[src/hbpm_pkg.sv]
// Purpose: shared constants and types for the half-bridge pwm mapping control
// Assumes: 10 MHz system clock
// Notes:   mode codes, gate current phases and timing counts
package hbpm_pkg;
	localparam int          HBPM_NUM_BRIDGE = 8;
	localparam int          HBPM_NUM_CHAN   = 3;
	localparam logic [1:0]  HBPM_MODE_OFF   = 2'h0;
	localparam logic [1:0]  HBPM_MODE_LOW   = 2'h1;
	localparam logic [1:0]  HBPM_MODE_HIGH  = 2'h2;
	localparam logic [1:0]  HBPM_MODE_OFF2  = 2'h3;
	localparam logic [1:0]  HBPM_AGC_NONE   = 2'h0;
	localparam logic [1:0]  HBPM_AGC_INIT   = 2'h1;
	// command apply latest time and clock rate
	localparam int          HBPM_CLK_HZ        = 10_000_000;
	localparam int          HBPM_APPLY_MAX_NS  = 3000;
	localparam int          HBPM_APPLY_CYC     = HBPM_APPLY_MAX_NS / (1_000_000_000 / HBPM_CLK_HZ);
	localparam int          HBPM_TIMER_W       = 8;
	// gate drive phase per gate
	typedef enum logic [2:0] {
		HBPM_G_HOLD_OFF = 3'h0, // -hold current
		HBPM_G_STAT_OFF = 3'h1, // -static current
		HBPM_G_HARD_OFF = 3'h3, // -hard off current
		HBPM_G_STAT_ON  = 3'h2, // +static current
		HBPM_G_HOLD_ON  = 3'h6, // +hold current
		HBPM_G_PWM      = 3'h7  // gate follows pwm scheme
	} hbpm_gate_t;
	// static sequencer states, gray along usual path
	typedef enum logic [1:0] {
		HBPM_S_IDLE  = 2'h0,
		HBPM_S_CCP   = 2'h1,
		HBPM_S_BLANK = 2'h3,
		HBPM_S_HOLD  = 2'h2
	} hbpm_state_t;
endpackage

[src/hbpm_top.sv]
// Purpose: half-bridge pwm mapping control of an eight bridge gate driver
// Assumes: all inputs synchronous to i_mclk; config written before i_cs_n rises
// Notes:   gate phase codes per bridge feed the analog drivers
//          mode, map, detect and adapt inputs may change while i_cs_n is low;
//          only the strobe edge commits them; guard and blank times act live
//
// Functional notes
// unmapped bridge: mode 01 low on, 10 high on
// low-side static sequence mirrors high-side sequence
// mode 00/11 discharges both gates, static current
// after guard time both gates go hold-off
// command applied within 3 us of edge
// three pwm channels, one input pin each
// disabled channel drives no bridge
// 3-bit select picks bridge 1 to 8
// mode 01 pwm low side, 10 high side
// mode 00 or 11 blocks pwm
// controller sets 00, maps, then sets mode
// mapped bridge with mode 00 stays off
// double mapping: error, bridge off, flag set
// active off turns free-wheeling on
// detection off: pwm mosfet is active
// detection on: classify at guard time end
// above upper threshold: low side active
// below lower threshold: high side active
// between thresholds: next-on mosfet active
// pwm follows mode code, not classification
// short on/off time: pwm mosfet active
// adapt 10/11: pre-charge and pre-discharge applied
// adapt 00: no pre-charge, no pre-discharge
// adapt 01: only pre-discharge at init current
// conflict flag sticky until cleared
// conflicts re-evaluated on every config change
module hbpm_top #(
	parameter int NB = 8,
	parameter int NC = 3,
	parameter int TW = 8
) (
	// clock and reset
	input  wire logic                  i_mclk,
	input  wire logic                  i_rst_n,
	// command strobe
	input  wire logic                  i_cs_n,
	// configuration
	input  wire logic [2*NB-1:0]       i_bridge_drive_cfg,
	input  wire logic [NC-1:0]         i_pwm_chan_en,
	input  wire logic [3*NC-1:0]       i_pwm_chan_bridge_sel,
	input  wire logic                  i_generator_detect_en,
	input  wire logic [1:0]            i_gate_delay_adapt_sel,
	input  wire logic [TW-1:0]         i_active_crossfeed_guard_time,
	input  wire logic [TW-1:0]         i_freewheel_crossfeed_guard_time,
	input  wire logic [TW-1:0]         i_blank_time,
	input  wire logic                  i_map_err_clr,
	// pwm pins and comparators
	input  wire logic [NC-1:0]         i_pwm,
	input  wire logic [NB-1:0]         i_switch_node_above_upper,
	input  wire logic [NB-1:0]         i_switch_node_below_lower,
	// gate drive
	output logic [3*NB-1:0]            o_hs_gate,
	output logic [3*NB-1:0]            o_ls_gate,
	output logic [NB-1:0]              o_hs_on,
	output logic [NB-1:0]              o_ls_on,
	output logic [NB-1:0]              o_lowside_active,
	output logic [NB-1:0]              o_precharge_en,
	output logic [NB-1:0]              o_predischarge_en,
	output logic [NB-1:0]              o_predischarge_init,
	// status
	output logic [NB-1:0]              o_bridge_out_map_err_status,
	output logic                       o_spi_err
);
	import hbpm_pkg::*;

	// ----------------------------------------
	// helpers
	// ----------------------------------------
	// one-hot bridge decode of a channel select
	function automatic logic [NB-1:0] sel_dec(input logic [2:0] sel);
		logic [NB-1:0] v;
		v = '0;
		v[sel] = 1'b1;
		return v;
	endfunction

	// mode code decodes, shared by mapping and gate selection
	// both off codes park the bridge
	function automatic logic mode_is_off(input logic [1:0] m);
		return (m == HBPM_MODE_OFF) || (m == HBPM_MODE_OFF2);
	endfunction

	// pwm on the low-side gate
	function automatic logic mode_is_low(input logic [1:0] m);
		return m == HBPM_MODE_LOW;
	endfunction

	// pwm on the high-side gate
	function automatic logic mode_is_high(input logic [1:0] m);
		return m == HBPM_MODE_HIGH;
	endfunction

	// ----------------------------------------
	// applied configuration
	// ----------------------------------------
	// apply pulse and applied copies of the configuration
	logic            apply;
	logic [2*NB-1:0] mode_q;
	logic [NC-1:0]   en_q;
	logic [3*NC-1:0] sel_q;
	logic            gen_q;
	logic [1:0]      agc_q;

	// strobe edge to a one-cycle apply pulse
	hbpm_cmd_sync u_sync (
		.i_mclk  (i_mclk),
		.i_rst_n (i_rst_n),
		.i_cs_n  (i_cs_n),
		.o_apply (apply)
	);

	// latch command on apply; the sequencers take the live mode, the rest reads these copies,
	// so a command acts on all bridges in the same cycle
	always_ff @(posedge i_mclk) begin
		if (!i_rst_n) begin
			mode_q <= '0;
			en_q   <= '0;
			sel_q  <= '0;
			gen_q  <= 1'b0;
			agc_q  <= HBPM_AGC_NONE;
		end else if (apply) begin
			mode_q <= i_bridge_drive_cfg;
			en_q   <= i_pwm_chan_en;
			sel_q  <= i_pwm_chan_bridge_sel;
			gen_q  <= i_generator_detect_en;
			agc_q  <= i_gate_delay_adapt_sel;
		end
	end

	// ----------------------------------------
	// mapping and conflicts
	// ----------------------------------------
	logic [NB-1:0] map_cnt_ge1;
	logic [NB-1:0] map_cnt_ge2;
	logic [NB-1:0] bridge_pwm;
	// combinational from applied config, so every change re-evaluates;
	// ge1 marks bridges with at least one enabled channel, ge2 those
	// picked by two or more, which is a mapping conflict
	always_comb begin
		logic [NB-1:0] hit;
		map_cnt_ge1 = '0;
		map_cnt_ge2 = '0;
		bridge_pwm  = '0;
		hit         = '0;
		for (int c = 0; c < NC; c++) begin
			if (en_q[c]) begin
				hit = sel_dec(sel_q[3*c +: 3]);
				// a second hit on a bridge marks a conflict
				map_cnt_ge2 = map_cnt_ge2 | (map_cnt_ge1 & hit);
				map_cnt_ge1 = map_cnt_ge1 | hit;
				if (i_pwm[c])
					bridge_pwm = bridge_pwm | hit;
			end
		end
	end

	// sticky conflict flags, set wins over clear: a conflict that is
	// still present when software clears comes straight back
	always_ff @(posedge i_mclk) begin
		if (!i_rst_n)
			o_bridge_out_map_err_status <= '0;
		else
			o_bridge_out_map_err_status <= map_cnt_ge2 |
				(o_bridge_out_map_err_status & ~{NB{i_map_err_clr}});
	end

	// error level follows the live conflict, the flags keep the history
	always_ff @(posedge i_mclk) begin
		if (!i_rst_n)
			o_spi_err <= 1'b0;
		else
			o_spi_err <= |map_cnt_ge2;
	end

	// ----------------------------------------
	// per bridge logic
	// ----------------------------------------
	// each bridge has its own static sequencer, pwm level timer,
	// role detector and registered gate outputs; they share only the
	// configuration inputs, the apply pulse and the mapping vectors above
	genvar b;
	generate
		for (b = 0; b < NB; b++) begin : g_br
			// mapping view of this bridge
			logic [1:0]   md;
			logic         pwm_on;
			logic         low_pwm;
			logic         high_pwm;
			logic         conflict;

			// role detection
			logic         low_act;
			logic         pwm_q;
			logic [TW-1:0] tcnt;
			logic          long_ok;

			// gate phases, static and selected
			hbpm_gate_t   st_hs;
			hbpm_gate_t   st_ls;
			hbpm_gate_t   hs_g;
			hbpm_gate_t   ls_g;

			assign md       = mode_q[2*b +: 2];
			assign conflict = map_cnt_ge2[b];
			// the pwm side comes from the mode code alone
			assign low_pwm  = map_cnt_ge1[b] && mode_is_low(md);
			assign high_pwm = map_cnt_ge1[b] && mode_is_high(md);
			assign pwm_on   = bridge_pwm[b];

			// the sequencer takes the live mode at the apply edge,
			// the same edge at which the copies above are taken
			hbpm_static_seq #(.TW(TW)) u_seq (
				.i_mclk      (i_mclk),
				.i_rst_n     (i_rst_n),
				.i_apply     (apply),
				.i_mode      (i_bridge_drive_cfg[2*b +: 2]),
				.i_ccp_cyc   (i_active_crossfeed_guard_time),
				.i_blank_cyc (i_blank_time),
				.o_hs        (st_hs),
				.o_ls        (st_ls)
			);

			// length of the current pwm level, for the detection window;
			// saturates, so very long levels still count as long enough
			always_ff @(posedge i_mclk) begin
				if (!i_rst_n) begin
					pwm_q <= 1'b0;
					tcnt  <= '0;
				end else begin
					pwm_q <= pwm_on;
					if (pwm_q != pwm_on)
						tcnt <= '0;
					else if (tcnt != {TW{1'b1}})
						tcnt <= tcnt + 1'b1;
				end
			end
			// on-time vs fw guard, off-time vs active guard
			assign long_ok = pwm_q ? (tcnt >= i_freewheel_crossfeed_guard_time)
				: (tcnt >= i_active_crossfeed_guard_time);

			// active/free-wheeling classification, judged at each pwm edge
			// if the level before the edge lasted its guard time; a level
			// too short for that leaves the pwm mosfet as the active one
			always_ff @(posedge i_mclk) begin
				if (!i_rst_n)
					low_act <= 1'b0;
				else if (!gen_q || !(low_pwm || high_pwm))
					low_act <= low_pwm;
				else if (pwm_q != pwm_on) begin
					if (!long_ok)
						low_act <= low_pwm;
					else if (i_switch_node_above_upper[b])
						low_act <= 1'b1;
					else if (i_switch_node_below_lower[b])
						low_act <= 1'b0;
					else
						low_act <= (pwm_on == low_pwm);
				end
			end

			// gate selection: pwm waveform on the mode's mosfet; a conflict
			// overrides everything, so a double mapping can never drive
			always_comb begin
				hs_g = st_hs;
				ls_g = st_ls;
				if (conflict) begin
					hs_g = HBPM_G_HOLD_OFF;
					ls_g = HBPM_G_HOLD_OFF;
				end else if (map_cnt_ge1[b] && mode_is_off(md)) begin
					// mapped but parked: high impedance, pin ignored
					hs_g = HBPM_G_HOLD_OFF;
					ls_g = HBPM_G_HOLD_OFF;
				end else if (low_pwm || high_pwm) begin
					hs_g = HBPM_G_PWM;
					ls_g = HBPM_G_PWM;
				end
				// unmapped bridges keep the static sequencer output
			end

			// gate on levels, registered; exactly one gate on in pwm mode
			always_ff @(posedge i_mclk) begin
				if (!i_rst_n) begin
					o_hs_on[b] <= 1'b0;
					o_ls_on[b] <= 1'b0;
				end else if (hs_g == HBPM_G_PWM) begin
					// pwm mosfet follows pin, opposite free-wheels
					o_hs_on[b] <= high_pwm ? pwm_on : !pwm_on;
					o_ls_on[b] <= low_pwm ? pwm_on : !pwm_on;
				end else begin
					o_hs_on[b] <= hs_g == HBPM_G_STAT_ON || hs_g == HBPM_G_HOLD_ON;
					o_ls_on[b] <= ls_g == HBPM_G_STAT_ON || ls_g == HBPM_G_HOLD_ON;
				end
			end

			// phase codes towards the analog gate drivers
			always_ff @(posedge i_mclk) begin
				if (!i_rst_n) begin
					o_hs_gate[3*b +: 3] <= HBPM_G_HOLD_OFF;
					o_ls_gate[3*b +: 3] <= HBPM_G_HOLD_OFF;
				end else begin
					o_hs_gate[3*b +: 3] <= hs_g;
					o_ls_gate[3*b +: 3] <= ls_g;
				end
			end

			// role of the low side, one cycle after the detector
			always_ff @(posedge i_mclk) begin
				if (!i_rst_n)
					o_lowside_active[b] <= 1'b0;
				else
					o_lowside_active[b] <= low_act;
			end

			// adaptive scheme, only while the bridge follows its pin
			always_ff @(posedge i_mclk) begin
				if (!i_rst_n) begin
					o_precharge_en[b]      <= 1'b0;
					o_predischarge_en[b]   <= 1'b0;
					o_predischarge_init[b] <= 1'b0;
				end else begin
					if (hs_g == HBPM_G_PWM) begin
						o_precharge_en[b]      <= agc_q[1];
						o_predischarge_en[b]   <= agc_q != HBPM_AGC_NONE;
						o_predischarge_init[b] <= agc_q == HBPM_AGC_INIT;
					end else begin
						o_precharge_en[b]      <= 1'b0;
						o_predischarge_en[b]   <= 1'b0;
						o_predischarge_init[b] <= 1'b0;
					end
				end
			end
		end
	endgenerate
	// the start order of is the controller's duty; conflicts and
	// mode 00 blocking above keep the bridge safe if it is broken.
	// active guard and blank counts are read live by the sequencers, both guard counts by the detectors, so they
	// should only be changed while the affected bridges are idle
endmodule

[src/hbpm_cmd_sync.sv]
// Purpose: synchronise command strobe edge and release the command in time
// Assumes: i_cs_n sampled synchronously to i_mclk
// Notes:   apply pulse comes a fixed number of cycles after the rising edge
module hbpm_cmd_sync (
	// clock and reset
	input  wire logic i_mclk,
	input  wire logic i_rst_n,
	// chip select level
	input  wire logic i_cs_n,
	// apply strobe
	output logic      o_apply
);
	import hbpm_pkg::*;
	logic                    cs_q1;
	logic                    cs_q2;
	logic                    cs_q3;
	logic [HBPM_TIMER_W-1:0] cnt;
	logic                    busy;
	// two-stage sync then edge stage
	always_ff @(posedge i_mclk) begin
		if (!i_rst_n) begin
			cs_q1 <= 1'b1;
			cs_q2 <= 1'b1;
			cs_q3 <= 1'b1;
		end else begin
			cs_q1 <= i_cs_n;
			cs_q2 <= cs_q1;
			cs_q3 <= cs_q2;
		end
	end
	// short delay after edge, well within the latest apply time
	always_ff @(posedge i_mclk) begin
		if (!i_rst_n) begin
			busy <= 1'b0;
			cnt  <= '0;
		end else if (cs_q2 && !cs_q3) begin
			busy <= 1'b1;
			cnt  <= '0;
		end else if (busy) begin
			cnt  <= cnt + 1'b1;
			busy <= (cnt != HBPM_TIMER_W'(1)); // pulse stands in the second busy cycle
		end
	end
	assign o_apply = busy && (cnt == HBPM_TIMER_W'(1));
endmodule

[src/hbpm_static_seq.sv]
// Purpose: static sequence of one half-bridge gate pair
// Assumes: mode and guard times are stable between apply pulses
// Notes:   high-side sequence, low side handled by swapping roles
module hbpm_static_seq #(
	parameter int TW = 8
) (
	// clock and reset
	input  wire logic                  i_mclk,
	input  wire logic                  i_rst_n,
	// command
	input  wire logic                  i_apply,
	input  wire logic [1:0]            i_mode,
	input  wire logic [TW-1:0]         i_ccp_cyc,
	input  wire logic [TW-1:0]         i_blank_cyc,
	// gate phases
	output hbpm_pkg::hbpm_gate_t       o_hs,
	output hbpm_pkg::hbpm_gate_t       o_ls
);
	import hbpm_pkg::*;
	hbpm_state_t state;
	logic [TW-1:0] cnt;
	logic [1:0]    mode;
	logic          new_on;
	hbpm_gate_t    on_g;
	hbpm_gate_t    off_g;
	logic          on_mode;
	// on_mode follows the applied mode only, so inputs written ahead
	// of the strobe cannot disturb a running phase
	assign on_mode = (mode == HBPM_MODE_LOW) || (mode == HBPM_MODE_HIGH);
	assign new_on  = (i_mode == HBPM_MODE_LOW) || (i_mode == HBPM_MODE_HIGH);
	// phase sequencer
	always_ff @(posedge i_mclk) begin
		if (!i_rst_n) begin
			state   <= HBPM_S_HOLD;
			cnt     <= '0;
			mode    <= HBPM_MODE_OFF;
		end else if (i_apply && i_mode != mode) begin
			mode    <= i_mode;
			cnt     <= '0;
			// off, or turn-on from an on state, starts with ccp
			if (!new_on || on_mode)
				state <= HBPM_S_CCP;
			else
				state <= HBPM_S_BLANK;
		end else begin
			case (state)
				HBPM_S_CCP: begin
					cnt <= cnt + 1'b1;
					if (cnt + 1'b1 >= i_ccp_cyc) begin
						cnt   <= '0;
						state <= on_mode ? HBPM_S_BLANK : HBPM_S_HOLD;
					end
				end
				HBPM_S_BLANK: begin
					cnt <= cnt + 1'b1;
					if (cnt + 1'b1 >= i_blank_cyc)
						state <= HBPM_S_HOLD;
				end
				HBPM_S_HOLD: state <= HBPM_S_HOLD;
				default: state <= HBPM_S_HOLD;
			endcase
		end
	end
	// phase to gate currents for the turned-on and opposite gate
	always_comb begin
		on_g  = HBPM_G_HOLD_OFF;
		off_g = HBPM_G_HOLD_OFF;
		case (state)
			HBPM_S_CCP: begin
				on_g  = HBPM_G_STAT_OFF;
				off_g = HBPM_G_STAT_OFF;
			end
			HBPM_S_BLANK: begin
				on_g  = HBPM_G_STAT_ON;
				off_g = HBPM_G_HARD_OFF;
			end
			HBPM_S_HOLD: begin
				on_g  = on_mode ? HBPM_G_HOLD_ON : HBPM_G_HOLD_OFF;
				off_g = HBPM_G_HOLD_OFF;
			end
			default: begin
				on_g  = HBPM_G_HOLD_OFF;
				off_g = HBPM_G_HOLD_OFF;
			end
		endcase
	end
	// low-side mode swaps the roles
	assign o_hs = (mode == HBPM_MODE_LOW) ? off_g : on_g;
	assign o_ls = (mode == HBPM_MODE_LOW) ? on_g : off_g;
endmodule

[config.mk]
export PLATFORM = sky130hd
export DESIGN_NAME = hbpm_top
export DESIGN_NICKNAME = d
export VERILOG_FILES = /design/src/hbpm_pkg.sv /design/src/hbpm_top.sv /design/src/hbpm_cmd_sync.sv /design/src/hbpm_static_seq.sv
export SDC_FILE = /design/constraint.sdc
export NUM_CORES = 1
export LEC_CHECK = 0
export BUFFER_PORTS_ARGS = -buffer_cell sky130_fd_sc_hd__buf_2
export CAP_MARGIN = 20
export CORE_UTILIZATION = 30
export DETAILED_ROUTE_END_ITERATION = 8
export PLACE_DENSITY = 0.44
export RECOVER_POWER = 25
export SYNTH_ARGS = -nofsm -noshare
export SYNTH_HDL_FRONTEND = slang
export SYNTH_HIERARCHICAL = 1
export SYNTH_SLANG_ARGS = --single-unit
export TNS_END_PERCENT = 30
[constraint.sdc]
create_clock -name i_mclk -period 2.99 [get_ports i_mclk]
set_input_delay 0.299 -clock i_mclk [delete_from_list [all_inputs] [get_ports i_mclk]]
set_output_delay 0.299 -clock i_mclk [all_outputs]
set_load 0.02 [all_outputs]
* Yosys cells after proc, flatten, opt, wreduce, memory -nomap -nowiden
Cells that the tools add are included.
** Storage, ports and cells
- Register bits after elaboration :: 324
- Input port bits :: 78
- Output and inout bits :: 105
- Logic and storage cells :: 798
** Cells by class
- Add/sub/neg operators :: 17
- Magnitude comparators :: 38
- Equality and inequality tests :: 171
- Muxes and demuxes :: 251
- Bitwise logic cells :: 11
- Reductions and logical operators :: 186
** Operators with widths (count)
- $ge 8x8->1 :: 32
- $mux 3 :: 72
- $mux 8 :: 19
- $add 8x1->8 const B :: 17
- $pmux 8 s2 :: 8
- $eq 2x2->1 const B :: 48
- $mux 1 :: 93
- $eq 3x3->1 const B :: 24
- $pmux 3 s3 :: 8
- $eq 2x1->1 const B :: 33
- $logic_or 1x1->1 :: 64
- $mux 2 :: 32
- $ne 8x8->1 const B :: 8
- $pmux 2 s2 :: 16
- $eq 3x2->1 const B :: 16
- $ne 3x1->1 const B :: 16
- $or 8x8->8 :: 6
- $logic_and 1x1->1 :: 37
- $reduce_bool 2->1 :: 17
- $reduce_or 2->1 :: 17
- $reduce_and 2->1 :: 16
- $logic_not 1->1 :: 26
- $and 8x8->8 :: 3
- $logic_not 2->1 :: 8
- other kinds (11) :: 38

* Logic depth before layout (Yosys ltp)
- Depth after elaboration :: 18
- Mapped depth :: 10

* Cells and area by module
The synthesis kept the hierarchy.
** Modules (own cells, without submodules)
- hbpm_top :: instances 1, cells each 1423, area each 12485.7 um^2, sequential area each 4324.1 um^2
- hbpm_static_seq :: instances 8, cells each 134, area each 1112.3 um^2, sequential area each 240.2 um^2
- hbpm_cmd_sync :: instances 1, cells each 53, area each 491.7 um^2, sequential area each 240.2 um^2

* Worst setup path before layout
No wires, ideal clock.
- Kind :: reg-to-reg
- From :: register u_sync.cnt[0]
- To :: register agc_q[0]
- Setup time :: 117 ps
- Data arrival time :: 2844 ps
- Slack :: 29 ps
- Cell stages (with the launch flop) :: 9
- Path buffers :: 2
- Cell sequence :: dfxtp_1 > ha_1 > or4b_1 > nor4_2 > and2_1 > clkbuf_1 > clkbuf_1 > mux2i_1 > nor2b_1
** Between the ends
- Word-level cells in the longest chain between the ends :: 2
** RTL lines
- start: declaration :: line hbpm_cmd_sync.sv:17 : logic [HBPM_TIMER_W-1:0] cnt;
- start signal: assignment :: line hbpm_cmd_sync.sv:40 : cnt <= cnt + 1'b1;
- $eq 8x1->1 :: line hbpm_cmd_sync.sv:44 : assign o_apply = busy && (cnt == HBPM_TIMER_W'(1));
- $logic_and 1x1->1 :: line hbpm_cmd_sync.sv:44
- named net apply :: line hbpm_top.sv:104 : logic apply;
- end signal: assignment :: line hbpm_top.sv:133 : agc_q <= i_gate_delay_adapt_sel;
- end: declaration :: line hbpm_top.sv:109 : logic [1:0] agc_q;
The timed path passes the listed nets, and every way through them passes these cells.
A chain may end at the register's enable or synchronous reset.

* Worst setup path in the final report
- From :: register sel_q[6]
- To :: register o_hs_on[2]
** Between the ends
- Word-level cells in the longest chain between the ends :: 14
- Elaborated cells on any way between the ends :: 27
- Classes of those cells :: order compare (2); eq/ne (3); mux (11); bitwise (4); reduce/logical (7)
** RTL lines
- start: declaration :: line hbpm_top.sv:107 : logic [3*NC-1:0] sel_q;
- start signal: assignment :: line hbpm_top.sv:131 : sel_q <= i_pwm_chan_bridge_sel;
- $lt 3x4->1 (implied by the code) / $ge 3x1->1 (equally long branches) :: line hbpm_top.sv:80 : v[sel] = 1'b1;
- $logic_and 1x1->1 (implied by the code) :: line hbpm_top.sv:80
- $mux 1 (implied by the code) :: line hbpm_top.sv:80
- $demux 1 s3 (*) :: line hbpm_top.sv:80
- $or 8x8->8 :: line hbpm_top.sv:157 : map_cnt_ge1 = map_cnt_ge1 | hit;
- $mux 8 :: line hbpm_top.sv:153 : if (en_q[c]) begin
- $logic_and 1x1->1, on equally long branches :: line hbpm_top.sv:213, hbpm_top.sv:214
- $logic_or 1x1->1 :: line hbpm_top.sv:280 : end else if (low_pwm || high_pwm) begin
- $mux 3 :: line hbpm_top.sv:280
- $mux 3 :: line hbpm_top.sv:276 : end else if (map_cnt_ge1[b] && mode_is_off(md)) begin
- $mux 3 :: line hbpm_top.sv:273 : if (conflict) begin
- $eq 3x2->1 / $eq 3x3->1 (equally long branches) :: line hbpm_top.sv:297 : o_hs_on[b] <= hs_g == HBPM_G_STAT_ON || hs_g == HBPM_G_HOLD_ON;
- $logic_or 1x1->1 :: line hbpm_top.sv:297
- $mux 1 (*) :: line hbpm_top.sv:292 : end else if (hs_g == HBPM_G_PWM) begin
- end signal: indexed assignment :: line hbpm_top.sv:294 : o_hs_on[b] <= high_pwm ? pwm_on : !pwm_on;
- end: declaration :: line hbpm_top.sv:61 : output logic [NB-1:0] o_hs_on,
Mark *: on every way between the ends. The rest lies on a longest branch, timed or not.

==> reports/metrics.yaml <==
status: "finished clean"
fin_cells: 3741
wl_per_cell_um: 19.1
endpoint_kind: "flip-flop"
initial_core_util: 0.304
placementRows: 98
critPathKind: "flip-flop to flip-flop"
hp-class: "input pin to flip-flop"
cts_htree_levels: 2
ctsLongestPathBuffers: 3
reg2regPathDepth: 6
synth_edf_count: 0
yosys_warnings: 6
ctsRootBufferMaster: "clkbuf_16"
irDropWorstVdd_mv: 0.426
cts_buffers: 42
max_cap_violations: 0
clkLatencyLatePin_ps: 570
synthTopCellsByCount: "324 x dfxtp_1, 298 x ha_1, 263 x nor2_1"
synth_top_area_share: 0.296
synthTopCellsByArea: "dfxtp_1 30%, ha_1 17%, nor2_1 4.5%"
ff2ff_setup_slack_ps: 230
area_growth_pct: 16.6
power_density_nw_per_um2: 431
dp.cells: 3653
synth-seq-cells: 324
synthCells: 2548
io_buffers: 182
syn_area_um2: 21900
die-area_um2: 74000
grt_use_total: 0.191
fin_crit_sh: 0.923
yosysMostFrequentCell: "dfxtp_1"
period_needed_ps: 2760
grt_pass1_vias: 18800
startpoint_type: "flip-flop"
synth_nets: 2924
cellLeakagePower_nw: 11.0
dp_hpwl_um: 55600
pin_count: 183
die_h_um: 272
wl_um: 71500
syn_avg_cell_area_um2: 8.59
synth.distinct_cells: 87
cts_tree: "yes"
synth_top_flop_cell: "dfxtp_1"
setup_violations: 0
slowest_stage: "dfxtp_1"
crit_fanout: 18
timing.rr.start: "sel_q[6]"
cts.sinks: 324
final_max_slew_viol_count: 0
vias: 19000
post_drt_via_cell_ratio: 5.07
drtIter0Drc: 1012
slew_headroom: 0.512
cp-endpoint: "o_hs_on[2]"
finalSetupTns_ps: 0
cts_resized: 0
place_congestion: 0.860
critPathMaxStageDelay_ps: 730
grt-ovfl-total: 0
nets: 3133
worst_clock_skew_ps: 31.1
grt_max_degree: 40
ys_seq_area_frac: 0.296
core_um2: 71900
synth_area_leader_cell: "dfxtp_1"
max_freq_ghz: 0.362
cp_data_required_time_ps: 3500
path_cells: "and4bb_2 > maj3_1 > o21ai_0 > nand2_1 > or2_1 > o21ai_1"
antenna_found_initial: 11
route.detailed.drc: 0
crit_arrival_ps: 3270
crit_start: "sel_q[6]"
die_w_um: 272
drive_above_1_share: 0.0997
hold_viol_final: 0
firstDrtPassIters: 5
clk_pin_slew_ps: 60
grt_setup_unrepaired: "no"
tightest_slew_ps: 722
cts_setup_buffers: 0
grt_pass1_wl_um: 109000
antenna_left: 0
fillerInstances: 7526
worst_r2r_endpoint: "o_hs_on[2]"
synthArstFlopShare: 0
[cell usage in the layout (no fill, tap or decap), types with 46 or more instances in the layout]
| cell type | instances |
|---|---|
| xor2_1 | 75 |
| nor2_1 | 263 |
| clkbuf_1 | 94 |
| dfxtp_1 | 324 |
| nor2b_1 | 58 |
| xnor2_1 | 46 |
| a211oi_1 | 49 |
| o21ai_0 | 53 |
| nand4_1 | 49 |
| nand2_1 | 142 |
| buf_2 | 91 |
| inv_1 | 198 |
| nand3_1 | 125 |
| ha_1 | 298 |
| a21oi_1 | 122 |
| mux2i_1 | 57 |
| nand2b_1 | 96 |
[through the flow]
stage / power, W / hold slack, ps / worst slack [ps] / util / cell area [um^2]
4_1_cts: 0.0112 / 1.76 / 248 / 0.357 / 25600
2_1_floorplan: 0.00506 / 372 / 29.2 / - / 21900
6_report: 0.0110 / 40.1 / 229 / 0.355 / 25500
3_5_place_dp: 0.00544 / 414 / 281 / 0.334 / 24000
5_1_grt: 0.0115 / 40.9 / 49.2 / 0.355 / 25500
3_3_place_gp: 0.00540 / 402 / 272 / 0.334 / 24000
[state kept, by name, indices dropped and copies added, names as in the netlist, 2 cells and up]
| name | count |
|---|---|
| o_lowside_active | 8 |
| g_br.tcnt | 64 |
| o_predischarge_en | 8 |
| g_br.u_seq/mode | 16 |
| o_precharge_en | 8 |
| g_br.u_seq/cnt | 64 |
| g_br.u_seq/state | 16 |
| mode_q | 16 |
| agc_q | 2 |
| sel_q | 9 |
| en_q | 3 |
| u_sync/cnt | 8 |
| o_ls_on | 8 |
| g_br.low_act | 8 |
| o_hs_on | 8 |
| g_br.pwm_q | 8 |
| o_bridge_out_map_err_status | 8 |
| o_hs_gate | 24 |
| o_ls_gate | 24 |
| o_predischarge_init | 8 |
[metal layers]
| metal | part of all wire | vias up | global-route usage |
|---|---|---|---|
| met3 | 0.044 | 113 | 0.0309 |
| met2 | 0.47 | 355 | 0.325 |
| met1 | 0.45 | 9000 | 0.244 |
| li1 | - | 9493 | - |
| met5 | 0.0014 | - | 0 |
| met4 | 0.029 | 16 | 0.0636 |
[power breakdown]
part / total, W / switching [W] / internal [W]
Clock: 0.00564 / 0.00211 / 0.00354
Sequential: 0.00444 / 0.0000787 / 0.00436
Combinational: 0.000906 / 0.000547 / 0.000359
[worst max-delay path: cells and delay by family, from the launching register on]
| kind | cells | cell delay, ps |
|---|---|---|
| AO/OA/AOI/OAI | 2 | 540 |
| AND/OR/NAND/NOR | 3 | 990 |
| flip-flops | 1 | 730 |
| adder cells (fa/ha/maj) | 1 | 440 |
[final cells by class]
| type | instances | area, um^2 | area share |
|---|---|---|---|
| multi-input combinational | 1954 | 14300 | 0.561 |
| sequential | 324 | 6490 | 0.254 |
| timing repair buffer | 236 | 1240 | 0.0486 |
| tap | 950 | 1190 | 0.0466 |
| clock buffer | 51 | 1160 | 0.0453 |
| inverter | 199 | 747 | 0.0293 |
| clock inverter | 25 | 377 | 0.0148 |
| antenna | 2 | 5.00 | 0.000196 |
[logic make-up after synthesis]
| family | count (synthesis) | share of synthesized area |
|---|---|---|
| buffers and inverters | 270 | 0.0492 |
| xor gates and xnor gates | 121 | 0.0484 |
| AOI/OAI and AO/OA | 517 | 0.170 |
| muxes | 57 | 0.0261 |
| adders and majority gates | 306 | 0.174 |
| DFF | 324 | 0.296 |
| and+or+nand+nor | 953 | 0.235 |
[worst min-delay path by stage]
stage                                         from            to  slack, ps  cells after the start
after floorplan                            i_rst_n  u_sync/cs_q3        370                      1
after global placement                u_sync/cs_q1  u_sync/cs_q2        400                      1
after detailed placement              u_sync/cs_q1  u_sync/cs_q2        410                      1
after CTS                 i_pwm_chan_bridge_sel[1]      sel_q[1]          2                      3
after global routing      i_pwm_chan_bridge_sel[3]      sel_q[3]         40                      3
final                     i_pwm_chan_bridge_sel[1]      sel_q[1]         40                      3
[timing repair]
item / in CTS / in global routing
hold endpoints to repair: 10 / 0
setup endpoints to repair: 0 / 0
hold buffers: 10 / 0
No activity file was read; power rests on OpenSTA's default activity.
